### src/inc/usbep_pkg.sv
package usbep_pkg;
    // apb register byte offsets
    localparam logic [7:0] ADDR_CTRL_CS = 8'h00;
    localparam logic [7:0] ADDR_RX_COUNT = 8'h04;
    localparam logic [7:0] ADDR_EP_SELECT = 8'h08;
    localparam logic [7:0] ADDR_IN_MAX = 8'h0c;
    localparam logic [7:0] ADDR_OUT_MAX = 8'h10;
    localparam logic [7:0] ADDR_IN_CFG = 8'h14;
    localparam logic [7:0] ADDR_OUT_CFG = 8'h18;
    localparam logic [7:0] ADDR_ENABLE = 8'h1c;
    localparam logic [7:0] ADDR_LAYOUT = 8'h20;
    localparam logic [7:0] ADDR_EP0_FLAG = 8'h24;
    localparam logic [7:0] ADDR_EP0_STATE = 8'h28;
    // ctrl_ep_control_status fields
    localparam int CS_RXRDY = 0;
    localparam int CS_TXRDY = 1;
    localparam int CS_SENT_STALL = 2;
    localparam int CS_DATA_END = 3;
    localparam int CS_SETUP_END = 4;
    localparam int CS_SEND_STALL = 5;
    localparam int CS_RX_RELEASE = 6;
    localparam int CS_ABORT_CLEAR = 7;
    // endpoint config fields
    localparam int CFG_ISO = 0;
    localparam int CFG_DBL = 1;
    // enable register field
    localparam int EN_BIT = 0;
    localparam int EN_IRQ = 1;
    // sizes
    localparam logic [9:0] EP0_MAX_PKT = 10'h020;
    localparam logic [9:0] SETUP_LEN = 10'h008;
    localparam logic [9:0] EP1_FIFO = 10'h020;
    localparam int NUM_EP = 5;
    // token and handshake codes
    localparam logic [1:0] TOK_SETUP = 2'h0;
    localparam logic [1:0] TOK_IN = 2'h1;
    localparam logic [1:0] TOK_OUT = 2'h2;
    localparam logic [1:0] HS_NONE = 2'h0;
    localparam logic [1:0] HS_ACK = 2'h1;
    localparam logic [1:0] HS_NAK = 2'h2;
    localparam logic [1:0] HS_STALL = 2'h3;
    typedef enum {EP0_IDLE, EP0_TX, EP0_RX, EP0_STATUS_IN, EP0_STATUS_OUT} usbep_state_t;
endpackage

### src/hw/usbep_ctrl.sv
// Added by the designer: the address map and the APB interface to the registers.
`timescale 1ns/10ps
// Notes on behaviour
// - protocol error: stall, flag, interrupt
// - token after data end is error
// - oversize out data packet is error
// - nonzero status data1 is error
// - send stall request stalls, sets flag
// - unexpected token sets abort, goes idle
// - setup accepted only with eight bytes
// - received packet sets rx ready, interrupt
// - release enters tx or rx by direction
// - tx takes in only, rx out only
// - 32-byte packets, short packet ends
// - sent in packet clears tx ready, interrupt; code clears tx ready only in EP0_TX, not in EP0_STATUS_IN
// - data end with tx ready starts status
// - in without tx ready gets nak
// - rx count valid while rx ready
// - per direction iso or bulk type
// - fifo sizes 32 to 512 bytes
// - single buffer sum within fifo
// - double buffer sum within half
// - control endpoint fixed 32, single buffer
// - enable low resets controller
module usbep_ctrl
    import usbep_pkg::*;
(
    input wire logic MCLK,
    input wire logic RSTN,
    input wire logic PSEL,
    input wire logic PENABLE,
    input wire logic PWRITE,
    input wire logic [7:0] PADDR,
    input wire logic [31:0] PWDATA,
    output logic [31:0] PRDATA,
    output logic PREADY,
    output logic PSLVERR,
    input wire logic TOK_VALID,
    input wire logic [1:0] TOK_PID,
    input wire logic TOK_DATA1,
    input wire logic [9:0] TOK_LEN,
    input wire logic SETUP_DIR_IN,
    input wire logic SETUP_HAS_DATA,
    input wire logic TX_DONE,
    output logic [1:0] HS_CODE,
    output logic HS_VALID,
    output logic EP0_IRQ
);
    logic ena_q;
    logic irq_en_q;
    logic [2:0] sel_q;
    logic rx_ready_q, tx_ready_q, sent_stall_q, data_end_q, aborted_q, send_stall_q;
    logic [9:0] rx_count_q;
    logic dir_in_q, has_data_q;
    logic [1:0] hs_d, hs_q;
    logic hs_v_q;
    logic irq_q, ev;
    usbep_state_t st_q;
    logic [9:0] in_max [NUM_EP];
    logic [9:0] out_max [NUM_EP];
    logic [1:0] in_cfg [NUM_EP];
    logic [1:0] out_cfg [NUM_EP];
    logic [NUM_EP-1:0] lay_ok;
    logic [9:0] tok_len_s;
    logic [3:0] tok_s;
    logic tx_done_s, tx_done_p;
    logic tok_v_p, tok_v_prev;
    logic setup_in_s, setup_data_s;
    logic acc, wr;
    logic tok_in, tok_out, tok_setup;
    logic err, stall_send, nak, ok_rx, abort;
    logic release_w, data_end_w, stall_w, abort_clr_w;
    logic [31:0] rd_d;
    logic [2:0] idx;

    // token, setup and tx done inputs pass two flip-flops
    usbep_sync #(.W(4)) u_sync_tok (
        .clk(MCLK), .rst_n(RSTN),
        .d({TOK_VALID, TOK_PID, TOK_DATA1}), .q(tok_s)
    );
    usbep_sync #(.W(13)) u_sync_misc (
        .clk(MCLK), .rst_n(RSTN),
        .d({TOK_LEN, SETUP_DIR_IN, SETUP_HAS_DATA, TX_DONE}),
        .q({tok_len_s, setup_in_s, setup_data_s, tx_done_s})
    );

    logic tx_done_prev;
    always_ff @(posedge MCLK or negedge RSTN) begin
        if (!RSTN) begin
            tok_v_prev <= 1'b0;
            tx_done_prev <= 1'b0;
        end else begin
            tok_v_prev <= tok_s[3];
            tx_done_prev <= tx_done_s;
        end
    end
    assign tok_v_p = tok_s[3] & ~tok_v_prev & ena_q;
    assign tx_done_p = tx_done_s & ~tx_done_prev & ena_q;

    // apb decode
    assign acc = PSEL & PENABLE;
    assign wr = acc & PWRITE;
    assign idx = (sel_q >= 3'h1 && sel_q <= 3'h5) ? sel_q - 3'h1 : 3'h0;
    assign release_w = wr && PADDR == ADDR_CTRL_CS && PWDATA[CS_RX_RELEASE];
    assign data_end_w = wr && PADDR == ADDR_CTRL_CS && PWDATA[CS_DATA_END];
    assign stall_w = wr && PADDR == ADDR_CTRL_CS && PWDATA[CS_SEND_STALL];
    assign abort_clr_w = wr && PADDR == ADDR_CTRL_CS && PWDATA[CS_ABORT_CLEAR];

    // token classification
    assign tok_in = tok_v_p && tok_s[2:1] == TOK_IN;
    assign tok_out = tok_v_p && tok_s[2:1] == TOK_OUT;
    assign tok_setup = tok_v_p && tok_s[2:1] == TOK_SETUP;
    assign stall_send = send_stall_q && (tok_in || tok_out);
    assign err = tok_v_p && (
        (st_q == EP0_STATUS_OUT && tok_out && !(tok_s[0] && tok_len_s == 10'h000)) ||
        (st_q == EP0_STATUS_OUT && tok_in) ||
        (st_q == EP0_STATUS_IN && tok_out) ||
        (st_q == EP0_RX && tok_out && data_end_q) ||
        (st_q == EP0_TX && tok_in && data_end_q && !tx_ready_q) ||
        (st_q == EP0_RX && tok_out && tok_len_s > EP0_MAX_PKT));
    assign abort = (st_q == EP0_TX && tok_out) || (st_q == EP0_RX && tok_in);
    assign nak = tok_in && !tx_ready_q && !err;
    assign ok_rx = (tok_setup && st_q == EP0_IDLE && tok_len_s == SETUP_LEN) ||
        (tok_out && st_q == EP0_RX && !rx_ready_q && !err);

    always_comb begin
        hs_d = HS_NONE;
        if (stall_send || err) begin
            hs_d = HS_STALL;
        end else if (tok_setup) begin
            hs_d = (ok_rx) ? HS_ACK : HS_NONE;
        end else if (tok_out) begin
            hs_d = (ok_rx || st_q == EP0_STATUS_OUT) ? HS_ACK : HS_NAK;
        end else if (tok_in && nak) begin
            hs_d = HS_NAK;
        end
    end

    always_ff @(posedge MCLK or negedge RSTN) begin
        if (!RSTN) begin
            hs_q <= HS_NONE;
            hs_v_q <= 1'b0;
        end else begin
            hs_q <= hs_d;
            hs_v_q <= tok_v_p && (hs_d != HS_NONE);
        end
    end

    // enable and selection registers
    always_ff @(posedge MCLK or negedge RSTN) begin
        if (!RSTN) begin
            ena_q <= 1'b0;
            irq_en_q <= 1'b0;
            sel_q <= 3'h0;
        end else begin
            if (wr && PADDR == ADDR_ENABLE) begin
                ena_q <= PWDATA[EN_BIT];
                irq_en_q <= PWDATA[EN_IRQ];
            end
            if (!ena_q) begin
                sel_q <= 3'h0;
            end else if (wr && PADDR == ADDR_EP_SELECT) begin
                sel_q <= PWDATA[2:0];
            end
        end
    end

    // control endpoint state machine
    always_ff @(posedge MCLK or negedge RSTN) begin
        if (!RSTN) begin
            st_q <= EP0_IDLE;
            dir_in_q <= 1'b0;
            has_data_q <= 1'b0;
        end else if (!ena_q) begin
            st_q <= EP0_IDLE;
        end else begin
            case (st_q)
                EP0_IDLE: begin
                    if (tok_setup && ok_rx) begin
                        dir_in_q <= setup_in_s;
                        has_data_q <= setup_data_s;
                    end
                    if (release_w && !data_end_w && has_data_q) begin
                        st_q <= dir_in_q ? EP0_TX : EP0_RX;
                    end
                end
                EP0_TX: begin
                    if (err || stall_send || abort) begin
                        st_q <= EP0_IDLE;
                    end else if (tx_done_p && data_end_q) begin
                        st_q <= EP0_STATUS_OUT;
                    end
                end
                EP0_RX: begin
                    if (err || stall_send || abort) begin
                        st_q <= EP0_IDLE;
                    end else if (release_w && data_end_w) begin
                        st_q <= EP0_STATUS_IN;
                    end
                end
                EP0_STATUS_OUT: begin
                    if (tok_out || tok_setup || stall_send || err) begin
                        st_q <= EP0_IDLE;
                    end
                end
                EP0_STATUS_IN: begin
                    if (tx_done_p || err || stall_send || tok_setup) begin
                        st_q <= EP0_IDLE;
                    end
                end
                default: st_q <= EP0_IDLE;
            endcase
        end
    end

    // control endpoint flags; hardware set wins over software clear
    always_ff @(posedge MCLK or negedge RSTN) begin
        if (!RSTN) begin
            rx_ready_q <= 1'b0;
            tx_ready_q <= 1'b0;
            sent_stall_q <= 1'b0;
            data_end_q <= 1'b0;
            aborted_q <= 1'b0;
            send_stall_q <= 1'b0;
            rx_count_q <= 10'h000;
        end else if (!ena_q) begin
            rx_ready_q <= 1'b0;
            tx_ready_q <= 1'b0;
            sent_stall_q <= 1'b0;
            data_end_q <= 1'b0;
            aborted_q <= 1'b0;
            send_stall_q <= 1'b0;
            rx_count_q <= 10'h000;
        end else begin
            if (ok_rx) begin
                rx_ready_q <= 1'b1;
                rx_count_q <= tok_len_s;
            end else if (release_w) begin
                rx_ready_q <= 1'b0;
            end
            if (tx_done_p && st_q == EP0_TX) begin
                tx_ready_q <= 1'b0;
            end else if (wr && PADDR == ADDR_CTRL_CS && PWDATA[CS_TXRDY]) begin
                tx_ready_q <= 1'b1;
            end
            if (stall_send || err) begin
                sent_stall_q <= 1'b1;
            end else if (wr && PADDR == ADDR_CTRL_CS && !PWDATA[CS_SENT_STALL]) begin
                sent_stall_q <= 1'b0;
            end
            if (data_end_w) begin
                data_end_q <= 1'b1;
            end else if (st_q != EP0_TX && st_q != EP0_RX) begin
                data_end_q <= 1'b0;
            end
            if (abort && tok_v_p) begin
                aborted_q <= 1'b1;
            end else if (abort_clr_w) begin
                aborted_q <= 1'b0;
            end
            if (stall_w) begin
                send_stall_q <= 1'b1;
            end else if (wr && PADDR == ADDR_CTRL_CS) begin
                send_stall_q <= 1'b0;
            end
        end
    end

    // interrupt pulse on any control endpoint event
    assign ev = ok_rx || (tx_done_p && st_q != EP0_IDLE) || stall_send || err ||
        (abort && tok_v_p);
    always_ff @(posedge MCLK or negedge RSTN) begin
        if (!RSTN) begin
            irq_q <= 1'b0;
        end else begin
            irq_q <= ev && irq_en_q;
        end
    end

    // endpoints 1 to 5
    genvar g;
    generate
        for (g = 0; g < NUM_EP; g++) begin : g_ep
            usbep_epcfg #(.EP(g + 1)) u_ep (
                .clk(MCLK),
                .rst_n(RSTN),
                .ena(ena_q),
                .sel(sel_q == 3'(g + 1)),
                .wr_in_max(wr && PADDR == ADDR_IN_MAX),
                .wr_out_max(wr && PADDR == ADDR_OUT_MAX),
                .wr_in_cfg(wr && PADDR == ADDR_IN_CFG),
                .wr_out_cfg(wr && PADDR == ADDR_OUT_CFG),
                .wdata(PWDATA[9:0]),
                .in_max(in_max[g]),
                .out_max(out_max[g]),
                .in_cfg(in_cfg[g]),
                .out_cfg(out_cfg[g]),
                .layout_ok(lay_ok[g])
            );
        end
    endgenerate

    // read mux
    always_comb begin
        rd_d = 32'h0000_0000;
        case (PADDR)
            ADDR_CTRL_CS: rd_d = {26'h0, send_stall_q, aborted_q, data_end_q,
                sent_stall_q, tx_ready_q, rx_ready_q};
            ADDR_RX_COUNT: rd_d = {22'h0, rx_count_q};
            ADDR_EP_SELECT: rd_d = {29'h0, sel_q};
            ADDR_IN_MAX: rd_d = {22'h0, (sel_q == 3'h0) ? EP0_MAX_PKT : in_max[idx]};
            ADDR_OUT_MAX: rd_d = {22'h0, (sel_q == 3'h0) ? EP0_MAX_PKT : out_max[idx]};
            ADDR_IN_CFG: rd_d = {30'h0, (sel_q == 3'h0) ? 2'h0 : in_cfg[idx]};
            ADDR_OUT_CFG: rd_d = {30'h0, (sel_q == 3'h0) ? 2'h0 : out_cfg[idx]};
            ADDR_ENABLE: rd_d = {30'h0, irq_en_q, ena_q};
            ADDR_LAYOUT: rd_d = {27'h0, lay_ok};
            ADDR_EP0_FLAG: rd_d = {31'h0, irq_q};
            ADDR_EP0_STATE: rd_d = {29'h0, 3'(st_q)};
            default: rd_d = 32'h0000_0000;
        endcase
    end

    always_ff @(posedge MCLK or negedge RSTN) begin
        if (!RSTN) begin
            PRDATA <= 32'h0000_0000;
            PREADY <= 1'b0;
            PSLVERR <= 1'b0;
        end else begin
            PREADY <= PSEL & ~PENABLE;
            PRDATA <= (PSEL & ~PENABLE & ~PWRITE) ? rd_d : PRDATA;
            PSLVERR <= PSEL & ~PENABLE && PADDR > ADDR_EP0_STATE;
        end
    end

    assign HS_CODE = hs_q;
    assign HS_VALID = hs_v_q;
    assign EP0_IRQ = irq_q;
endmodule // usbep_ctrl

### src/hw/usbep_epcfg.sv
`timescale 1ns/10ps
module usbep_epcfg
    import usbep_pkg::*;
#(
    parameter int EP = 1
) (
    input wire logic clk,
    input wire logic rst_n,
    input wire logic ena,
    input wire logic sel,
    input wire logic wr_in_max,
    input wire logic wr_out_max,
    input wire logic wr_in_cfg,
    input wire logic wr_out_cfg,
    input wire logic [9:0] wdata,
    output logic [9:0] in_max,
    output logic [9:0] out_max,
    output logic [1:0] in_cfg,
    output logic [1:0] out_cfg,
    output logic layout_ok
);
    logic [10:0] fifo_size;
    logic [10:0] sum;
    // per-endpoint fifo size doubles each number
    assign fifo_size = {1'b0, EP1_FIFO} << (EP - 1);
    assign sum = {1'b0, in_max} + {1'b0, out_max};

    always_ff @(posedge clk or negedge rst_n) begin
        if (!rst_n) begin
            in_max <= 10'h000;
            out_max <= 10'h000;
            in_cfg <= 2'h0;
            out_cfg <= 2'h0;
        end else if (!ena) begin
            in_max <= 10'h000;
            out_max <= 10'h000;
            in_cfg <= 2'h0;
            out_cfg <= 2'h0;
        end else if (sel) begin
            if (wr_in_max) in_max <= wdata;
            if (wr_out_max) out_max <= wdata;
            if (wr_in_cfg) in_cfg <= wdata[1:0];
            if (wr_out_cfg) out_cfg <= wdata[1:0];
        end
    end

    // in grows down from top, out up from bottom; halves when double buffered
    assign layout_ok = (in_cfg[CFG_DBL] | out_cfg[CFG_DBL]) ?
        (sum <= (fifo_size >> 1)) : (sum <= fifo_size);
endmodule // usbep_epcfg

### src/hw/usbep_sync.sv
`timescale 1ns/10ps
module usbep_sync #(
    parameter int W = 1
) (
    input wire logic clk,
    input wire logic rst_n,
    input wire logic [W-1:0] d,
    output logic [W-1:0] q
);
    logic [W-1:0] s1_q;
    always_ff @(posedge clk or negedge rst_n) begin
        if (!rst_n) begin
            s1_q <= '0;
            q <= '0;
        end else begin
            s1_q <= d;
            q <= s1_q;
        end
    end
endmodule // usbep_sync

### config.mk
export PLATFORM = sky130hd
export DESIGN_NAME = usbep_ctrl
export DESIGN_NICKNAME = d
export VERILOG_FILES = /design/src/inc/usbep_pkg.sv /design/src/hw/usbep_ctrl.sv /design/src/hw/usbep_epcfg.sv /design/src/hw/usbep_sync.sv
export SDC_FILE = /design/constraint.sdc
export NUM_CORES = 1
export LEC_CHECK = 0
export BUFFER_PORTS_ARGS = -buffer_cell sky130_fd_sc_hd__buf_2
export CAP_MARGIN = 20
export CORE_MARGIN = 2
export CORE_UTILIZATION = 38
export CTS_CLUSTER_SIZE = 14
export DETAILED_ROUTE_END_ITERATION = 8
export GPL_ROUTABILITY_DRIVEN = 1
export HOLD_SLACK_MARGIN = 0.06
export REMOVE_ABC_BUFFERS = 1
export SYNTH_ARGS = -nofsm -noshare
export SYNTH_HDL_FRONTEND = slang
export SYNTH_SLANG_ARGS = --single-unit
### constraint.sdc
create_clock -name MCLK -period 4.1 [get_ports MCLK]
set_clock_uncertainty 0.2 [all_clocks]
set_input_delay 0.41 -clock MCLK [delete_from_list [all_inputs] [get_ports MCLK]]
set_output_delay 0.41 -clock MCLK [all_outputs]
set_load 0.05 [all_outputs]
Word level (Yosys, flattened, before mapping)
Cells that the tools add are included.
- bits of input ports: 62
- output and inout bits: 38
- word-level logic and storage cells: 347
- register bits: 249
- bitwise logic cells: 18
- mux-type cells: 105
- reductions and logical operators: 108
- $add $sub $neg: 6
- equal/unequal tests: 50
- order comparisons: 15
- operator list (cell ; count):
    10-bit 2-to-1 mux ; 30
    32-bit 2-to-1 mux ; 8
    32-bit one-hot mux with 5 select lines ; 1
    10-bit one-hot mux with 11 select lines ; 1
    32-bit by 2-bit equality test with 1-bit output (second input constant) ; 3
    32-bit by 3-bit equality test with 1-bit output (second input constant) ; 3
    2-bit 2-to-1 mux ; 34
    32-bit zero test ; 2
    10-bit binary-select mux with 3-bit select ; 2
    10-bit by 10-bit adder with 11-bit output ; 5
    1-bit logical AND ; 51
    2-bit AND reduction ; 20
    32-bit by 1-bit equality test with 1-bit output (second input constant) ; 1
    32-bit by 4-bit equality test with 1-bit output (second input constant) ; 1
    8-bit by 5-bit equality test with 1-bit output (second input constant) ; 4
    32-bit by 2-bit inequality test with 1-bit output (second input constant) ; 1
    32-bit by 3-bit inequality test with 1-bit output (second input constant) ; 1
    32-bit nonzero test ; 1
    8-bit by 6-bit equality test with 1-bit output (second input constant) ; 3
    1-bit 2-to-1 mux ; 24
    11-bit by 6-bit less-or-equal comparator with 1-bit output (second input constant) ; 2
    11-bit by 7-bit less-or-equal comparator with 1-bit output (second input constant) ; 2
    11-bit by 8-bit less-or-equal comparator with 1-bit output (second input constant) ; 2
    11-bit by 9-bit less-or-equal comparator with 1-bit output (second input constant) ; 2
    other kinds (35) ; 98

Logic depth before layout (Yosys ltp)
- depth in word-level cells: 22
- mapped depth: 11
- mapped depth without buffers: 10

Hierarchy
A second synthesis with hierarchy kept.
- cell total of the unflattened synthesis: 1364
- area total of the unflattened synthesis: 12449.4 um2
- modules (own cells, without submodules) (module ; area each (um2) ; seq. area each (um2) ; instances ; cells each):
    usbep_ctrl ; 3967.6 ; 1101.1 ; 1 ; 462
    usbep_epcfg (g_ep[3].u_ep) ; 1611.5 ; 600.6 ; 1 ; 189
    usbep_epcfg (g_ep[1].u_ep) ; 1534.0 ; 600.6 ; 1 ; 177
    usbep_epcfg (g_ep[0].u_ep) ; 1505.2 ; 600.6 ; 1 ; 170
    usbep_epcfg (g_ep[4].u_ep) ; 1501.4 ; 600.6 ; 1 ; 169
    usbep_epcfg (g_ep[2].u_ep) ; 1478.9 ; 600.6 ; 1 ; 163
    usbep_sync (u_sync_misc) ; 650.6 ; 650.6 ; 1 ; 26
    usbep_sync (u_sync_tok) ; 200.2 ; 200.2 ; 1 ; 8

Worst setup path before layout
Ideal clock, no wire load.
- path type: reg-to-reg
- start: register sel_q[1]
- end: register PRDATA[0]
- stages on the path, launching flop included: 12
- path slack: 1.282 ns
- data required time: 3.765 ns
- period minus slack after synthesis: 2.818 ns
- setup time: 0.135 ns
- data arrival time: 2.484 ns
- path buffers: 3
- cell sequence: dfrtp_1 clkbuf_1 inv_1 ha_1 o21ai_0 buf_2 buf_2 mux2i_1 o22ai_1 o21a_1 o32ai_1 o41ai_1
- cells in the longest elaborated chain, start to end: 9
- elaborated cells between the ends (all ways): 24
- those cells by class: add/sub: 1; order compare: 2; mux: 18; bitwise: 1; reduce/logical: 2
- ends and longest elaborated chain (what ; RTL line ; RTL):
    from (decl) ; usbep_ctrl.sv:51 ; logic [2:0] sel_q;
    from (signal assigned) ; usbep_ctrl.sv:163 ; sel_q <= PWDATA[2:0];
    3-bit by 1-bit >= comparator with 1-bit output or 3-bit less-or-equal comparator (tied branches) ; usbep_ctrl.sv:103 ; assign idx = (sel_q >= 3'h1 && sel_q <= 3'h5) ? sel_q - 3'h1 : 3'h0;
    1-bit logical AND ; usbep_ctrl.sv:103 ;
    3-bit 2-to-1 mux ; usbep_ctrl.sv:103 ;
    3-bit inverter with 4-bit output (not written as such) ; -- ;
    2-bit binary-select mux with 3-bit select, or another cell as far along ; usbep_ctrl.sv:314 ; ADDR_OUT_CFG: rd_d = {30'h0, (sel_q == 3'h0) ? 2'h0 : out_cfg[idx]};
    2-bit 2-to-1 mux (not written as such), or another cell as far along (2 in series) ; usbep_ctrl.sv:314 ;
    2-bit 2-to-1 mux, or another cell as far along ; usbep_ctrl.sv:314 ;
    10-bit one-hot mux with 11 select lines * ; usbep_ctrl.sv:306 ; case (PADDR)
    to (signal assigned) ; usbep_ctrl.sv:330 ; PRDATA <= (PSEL & ~PENABLE & ~PWRITE) ? rd_d : PRDATA;
    to (decl) ; usbep_ctrl.sv:35 ; output logic [31:0] PRDATA,
Mark *: on every way between the ends. The rest lies on a longest branch, timed or not. The select of a mux whose other input is x is not followed.
A chain may end at the register's enable or synchronous reset.

Final worst setup path
- start: register sel_q[0]
- end: register PRDATA[0]
The elaborated chain is that of the path after synthesis.

==> impl_metrics.yaml <==
outcome:
  status: "completed"
die:
  dieHeight_um: 176
  start_util_pct: 38.3
  chipWidth_um: 176
  dieArea_um2: 31000
  core_um2: 29400
  ios: 100
  rows: 63
power:
  leakagePower_nw: 6.06
  power_density_nw_per_um2: 318
  ir_drop_mv: 0.337
worst_hold_path:
  holdPathStages: 3
  hp-class: "input pin to flip-flop"
  hp-start: "PENABLE"
  holdPathEnd: "PSLVERR"
clock_network:
  clockBufferDepth: 2
  post_cts_buffers: 0
  numCtsBuffers: 17
  post_cts_resized: 0
  clk-insertion-delay-late_ps: 460
  cts_hold_buf: 21
  tritoncts: "yes"
  cts_htree_levels: 4
  clk_pin_slew_ps: 80
  cts-root-buf: "clkbuf_16"
  cts.sinks: 198
finish:
  fin_area_um2: 12700
  final_layout_size_suffix_gt1_share_pct: 10.6
  area_delta_synth_final_pct: 13.0
  fillCellCount: 2881
  diodes: 0
  finalNetCount: 1356
placement:
  port_buffers: 55
  placed_area_um2: 11900
  hpwl_mm: 22.5
  finalWeightedCongestion: 0.867
global_route:
  grt_max_degree: 110
  grt_pass1_wl_mm: 50.5
  grt_pass1_vias: 8943
  grt_overflow_total: 0
  grt_antenna_before_repair: 0
  grt_usage_pct: 21.2
timing:
  relSlewSlack_pct: 36.7
  hold_viol: 0
  final.setup.tns_ps: 0
  worstMarginPinSlew_ps: 949
  rsz0062_at_grt: "false"
  fmax_mhz: 325
  period_needed_ps: 3080
  slew_violations: 0
  finalCritPeriodShare_pct: 75.1
  setup_viol: 0
route:
  vias_per_cell: 5.58
  routed_wl_mm: 31.8
  dr.pass1.iters: 5
  drt_iter0_markers: 740
  drcViolationCount: 0
  drtAntennaViolNets: 0
  dr_total_vias: 9142
  routedWlPerCell_um: 19.4
synthesis:
  synth_cells: 1179
  synthArstFlopShare_pct: 100
  synth.largest_area_cell: "dfrtp_1"
  synth_top_area_share_pct: 44.0
  synthMostInstantiatedCell: "dfrtp_1"
  synth_edf_count: 0
  syn_avg_cell_area_um2: 9.56
  ys_ff_latch: 198
  mappedNetlistArea_um2: 11300
  synthTopCellsByArea: "dfrtp_1 44%, o21ai_0 7.5%, ha_1 6.1%"
  synth_ff_type: "dfrtp_1"
  synthTopCellsByCount: "198 x dfrtp_1, 168 x o21ai_0, 160 x nand2_1"
  yosysUniqueCellTypes: 76
  synth-seq-area-share_pct: 44.0
  yosys_warnings: 0
critical_path:
  crit_path_end_kind: "flip-flop"
  worstSetupPathType: "flip-flop to flip-flop"
  timing.rr.end: "PRDATA[0]"
  timing.rr.start: "sel_q[0]"
  arrival_ps: 3200
  max_stage_delay_ps: 550
  cp_num_buf_inv: 1
  reg2regPathDepth: 8
  worstPathRequired_ps: 4220
  crit_slowest_cell: "dfrtp_1"
  path_cells: "ha_1 > o21ai_4 > buf_12 > mux2i_1 > o221a_2 > a211oi_1 > o32ai_1 > o41ai_1"
  worst-path-max-fanout: 35
  crit_family: "compound AO/OA/AOI/OAI gates"
  reg2reg_slack_ps: 1020
  cp-start-kind: "flip-flop"
job:
  drv_cap: 0
state kept, by name, summed over array words and instances (netlist names), 2 cells and up:
register           count
sel_q                  3
u_sync_misc.s1_q      13
st_q                   3
u_sync_misc.q         13
PRDATA                10
u_sync_tok.s1_q        4
u_sync_tok.q           4
g_ep.u_ep.in_cfg      10
rx_count_q            10
g_ep.u_ep.out_cfg     10
HS_CODE                2
g_ep.u_ep.out_max     50
g_ep.u_ep.in_max      50
final cells by class:
| cell class | instances | area [µm²] | area share (%) |
|---|---|---|---|
| repair buffers | 92 | 652 | 5.12 |
| well taps | 390 | 488 | 3.83 |
| clock inverters | 15 | 213 | 1.67 |
| multi-input cells | 901 | 5900 | 46.4 |
| flip-flops and latches | 198 | 4960 | 38.9 |
| inverters | 24 | 90.1 | 0.708 |
| clock buffers | 17 | 425 | 3.34 |
power breakdown:
part           switching, W  total [W]  internal (W)  leakage, nW
combinational      0.000184   0.000251     0.0000669         3.08
clock              0.000933    0.00179      0.000854        0.303
sequential        0.0000210    0.00200       0.00198         2.67
total               0.00114    0.00404       0.00290         6.06
worst min-delay path, stage by stage:
cell and delay, ps:
buf_2 90, nand2b_1 130, a21oi_1 50
cells by family (layout without fill, tap and decap cells):
logic type | after synthesis | in the layout | share of synthesized area, %
multiplexers | 72 | 72 | 6.44
adder cells (fa/ha/maj) | 60 | 60 | 7.00
other | 1 | 22 | 0.0333
XOR/XNOR | 30 | 30 | 2.33
flip-flops | 198 | 198 | 44.0
AO/OA/AOI/OAI | 370 | 370 | 20.9
buffers and inverters | 101 | 148 | 4.42
AND/OR/NAND/NOR | 347 | 347 | 14.9
layer usage:
metal	global-route usage (%)	vias to the layer above	wire length, µm
li1	-	4362	-
met1	28.1	4466	13800
met2	35.5	256	15400
met3	3.68	58	1700
met4	6.82	0	828
met5	0	-	0
through the flow:
step	total power [W]	util [%]	hold slack [ps]	setup slack, ps	std cells
final	0.00404	43.3	68.5	1020	1637
after global routing	0.00418	43.3	91.5	900	1637
after CTS	0.00408	43.3	60.7	1050	1637
after detailed placement	0.00228	40.4	135	988	1584
after global placement	0.00228	40.4	132	999	1584
after floorplan	0.00217	-	-85.6	-3030	1123
worst max path at each step:
stage / from / endpoint / slack, ps / depth (start not counted)
floorplan: sel_q[0] / PRDATA[2] / -3030 / 7
global placement: PADDR[5] / g_ep[3].u_ep.in_max[6] / 1000 / 7
detailed placement: PADDR[5] / g_ep[3].u_ep.in_max[1] / 990 / 7
CTS: sel_q[0] / PRDATA[0] / 1050 / 8
global route: sel_q[0] / PRDATA[0] / 900 / 8
finish: sel_q[0] / PRDATA[0] / 1020 / 8
placed cells by master, fill, tap and decap left out, drive strengths merged, types with 7 or more instances in the layout:
cell / synthesis / routed
o21a: 19 / 19
xor2: 15 / 15
a31oi: 13 / 13
inv: 24 / 32
buf: 30 / 70
a22o: 18 / 18
a221oi: 7 / 7
nand3b: 8 / 8
o21ai: 168 / 168
nor3: 24 / 24
mux2i: 68 / 68
nand2b: 13 / 13
and2: 11 / 11
o211ai: 7 / 7
nor4: 11 / 11
and3: 11 / 11
nand3: 20 / 20
xnor2: 15 / 15
dfrtp: 198 / 198
a21oi: 42 / 42
nor2b: 18 / 18
a21o: 11 / 11
nand2: 160 / 160
ha: 55 / 55
conb: 1 / 22
dlygate4sd3: 0 / 21
o22ai: 18 / 18
clkbuf: 46 / 18
a211oi: 9 / 9
nor2: 37 / 37
No activity file was read; power rests on OpenSTA's default activity.
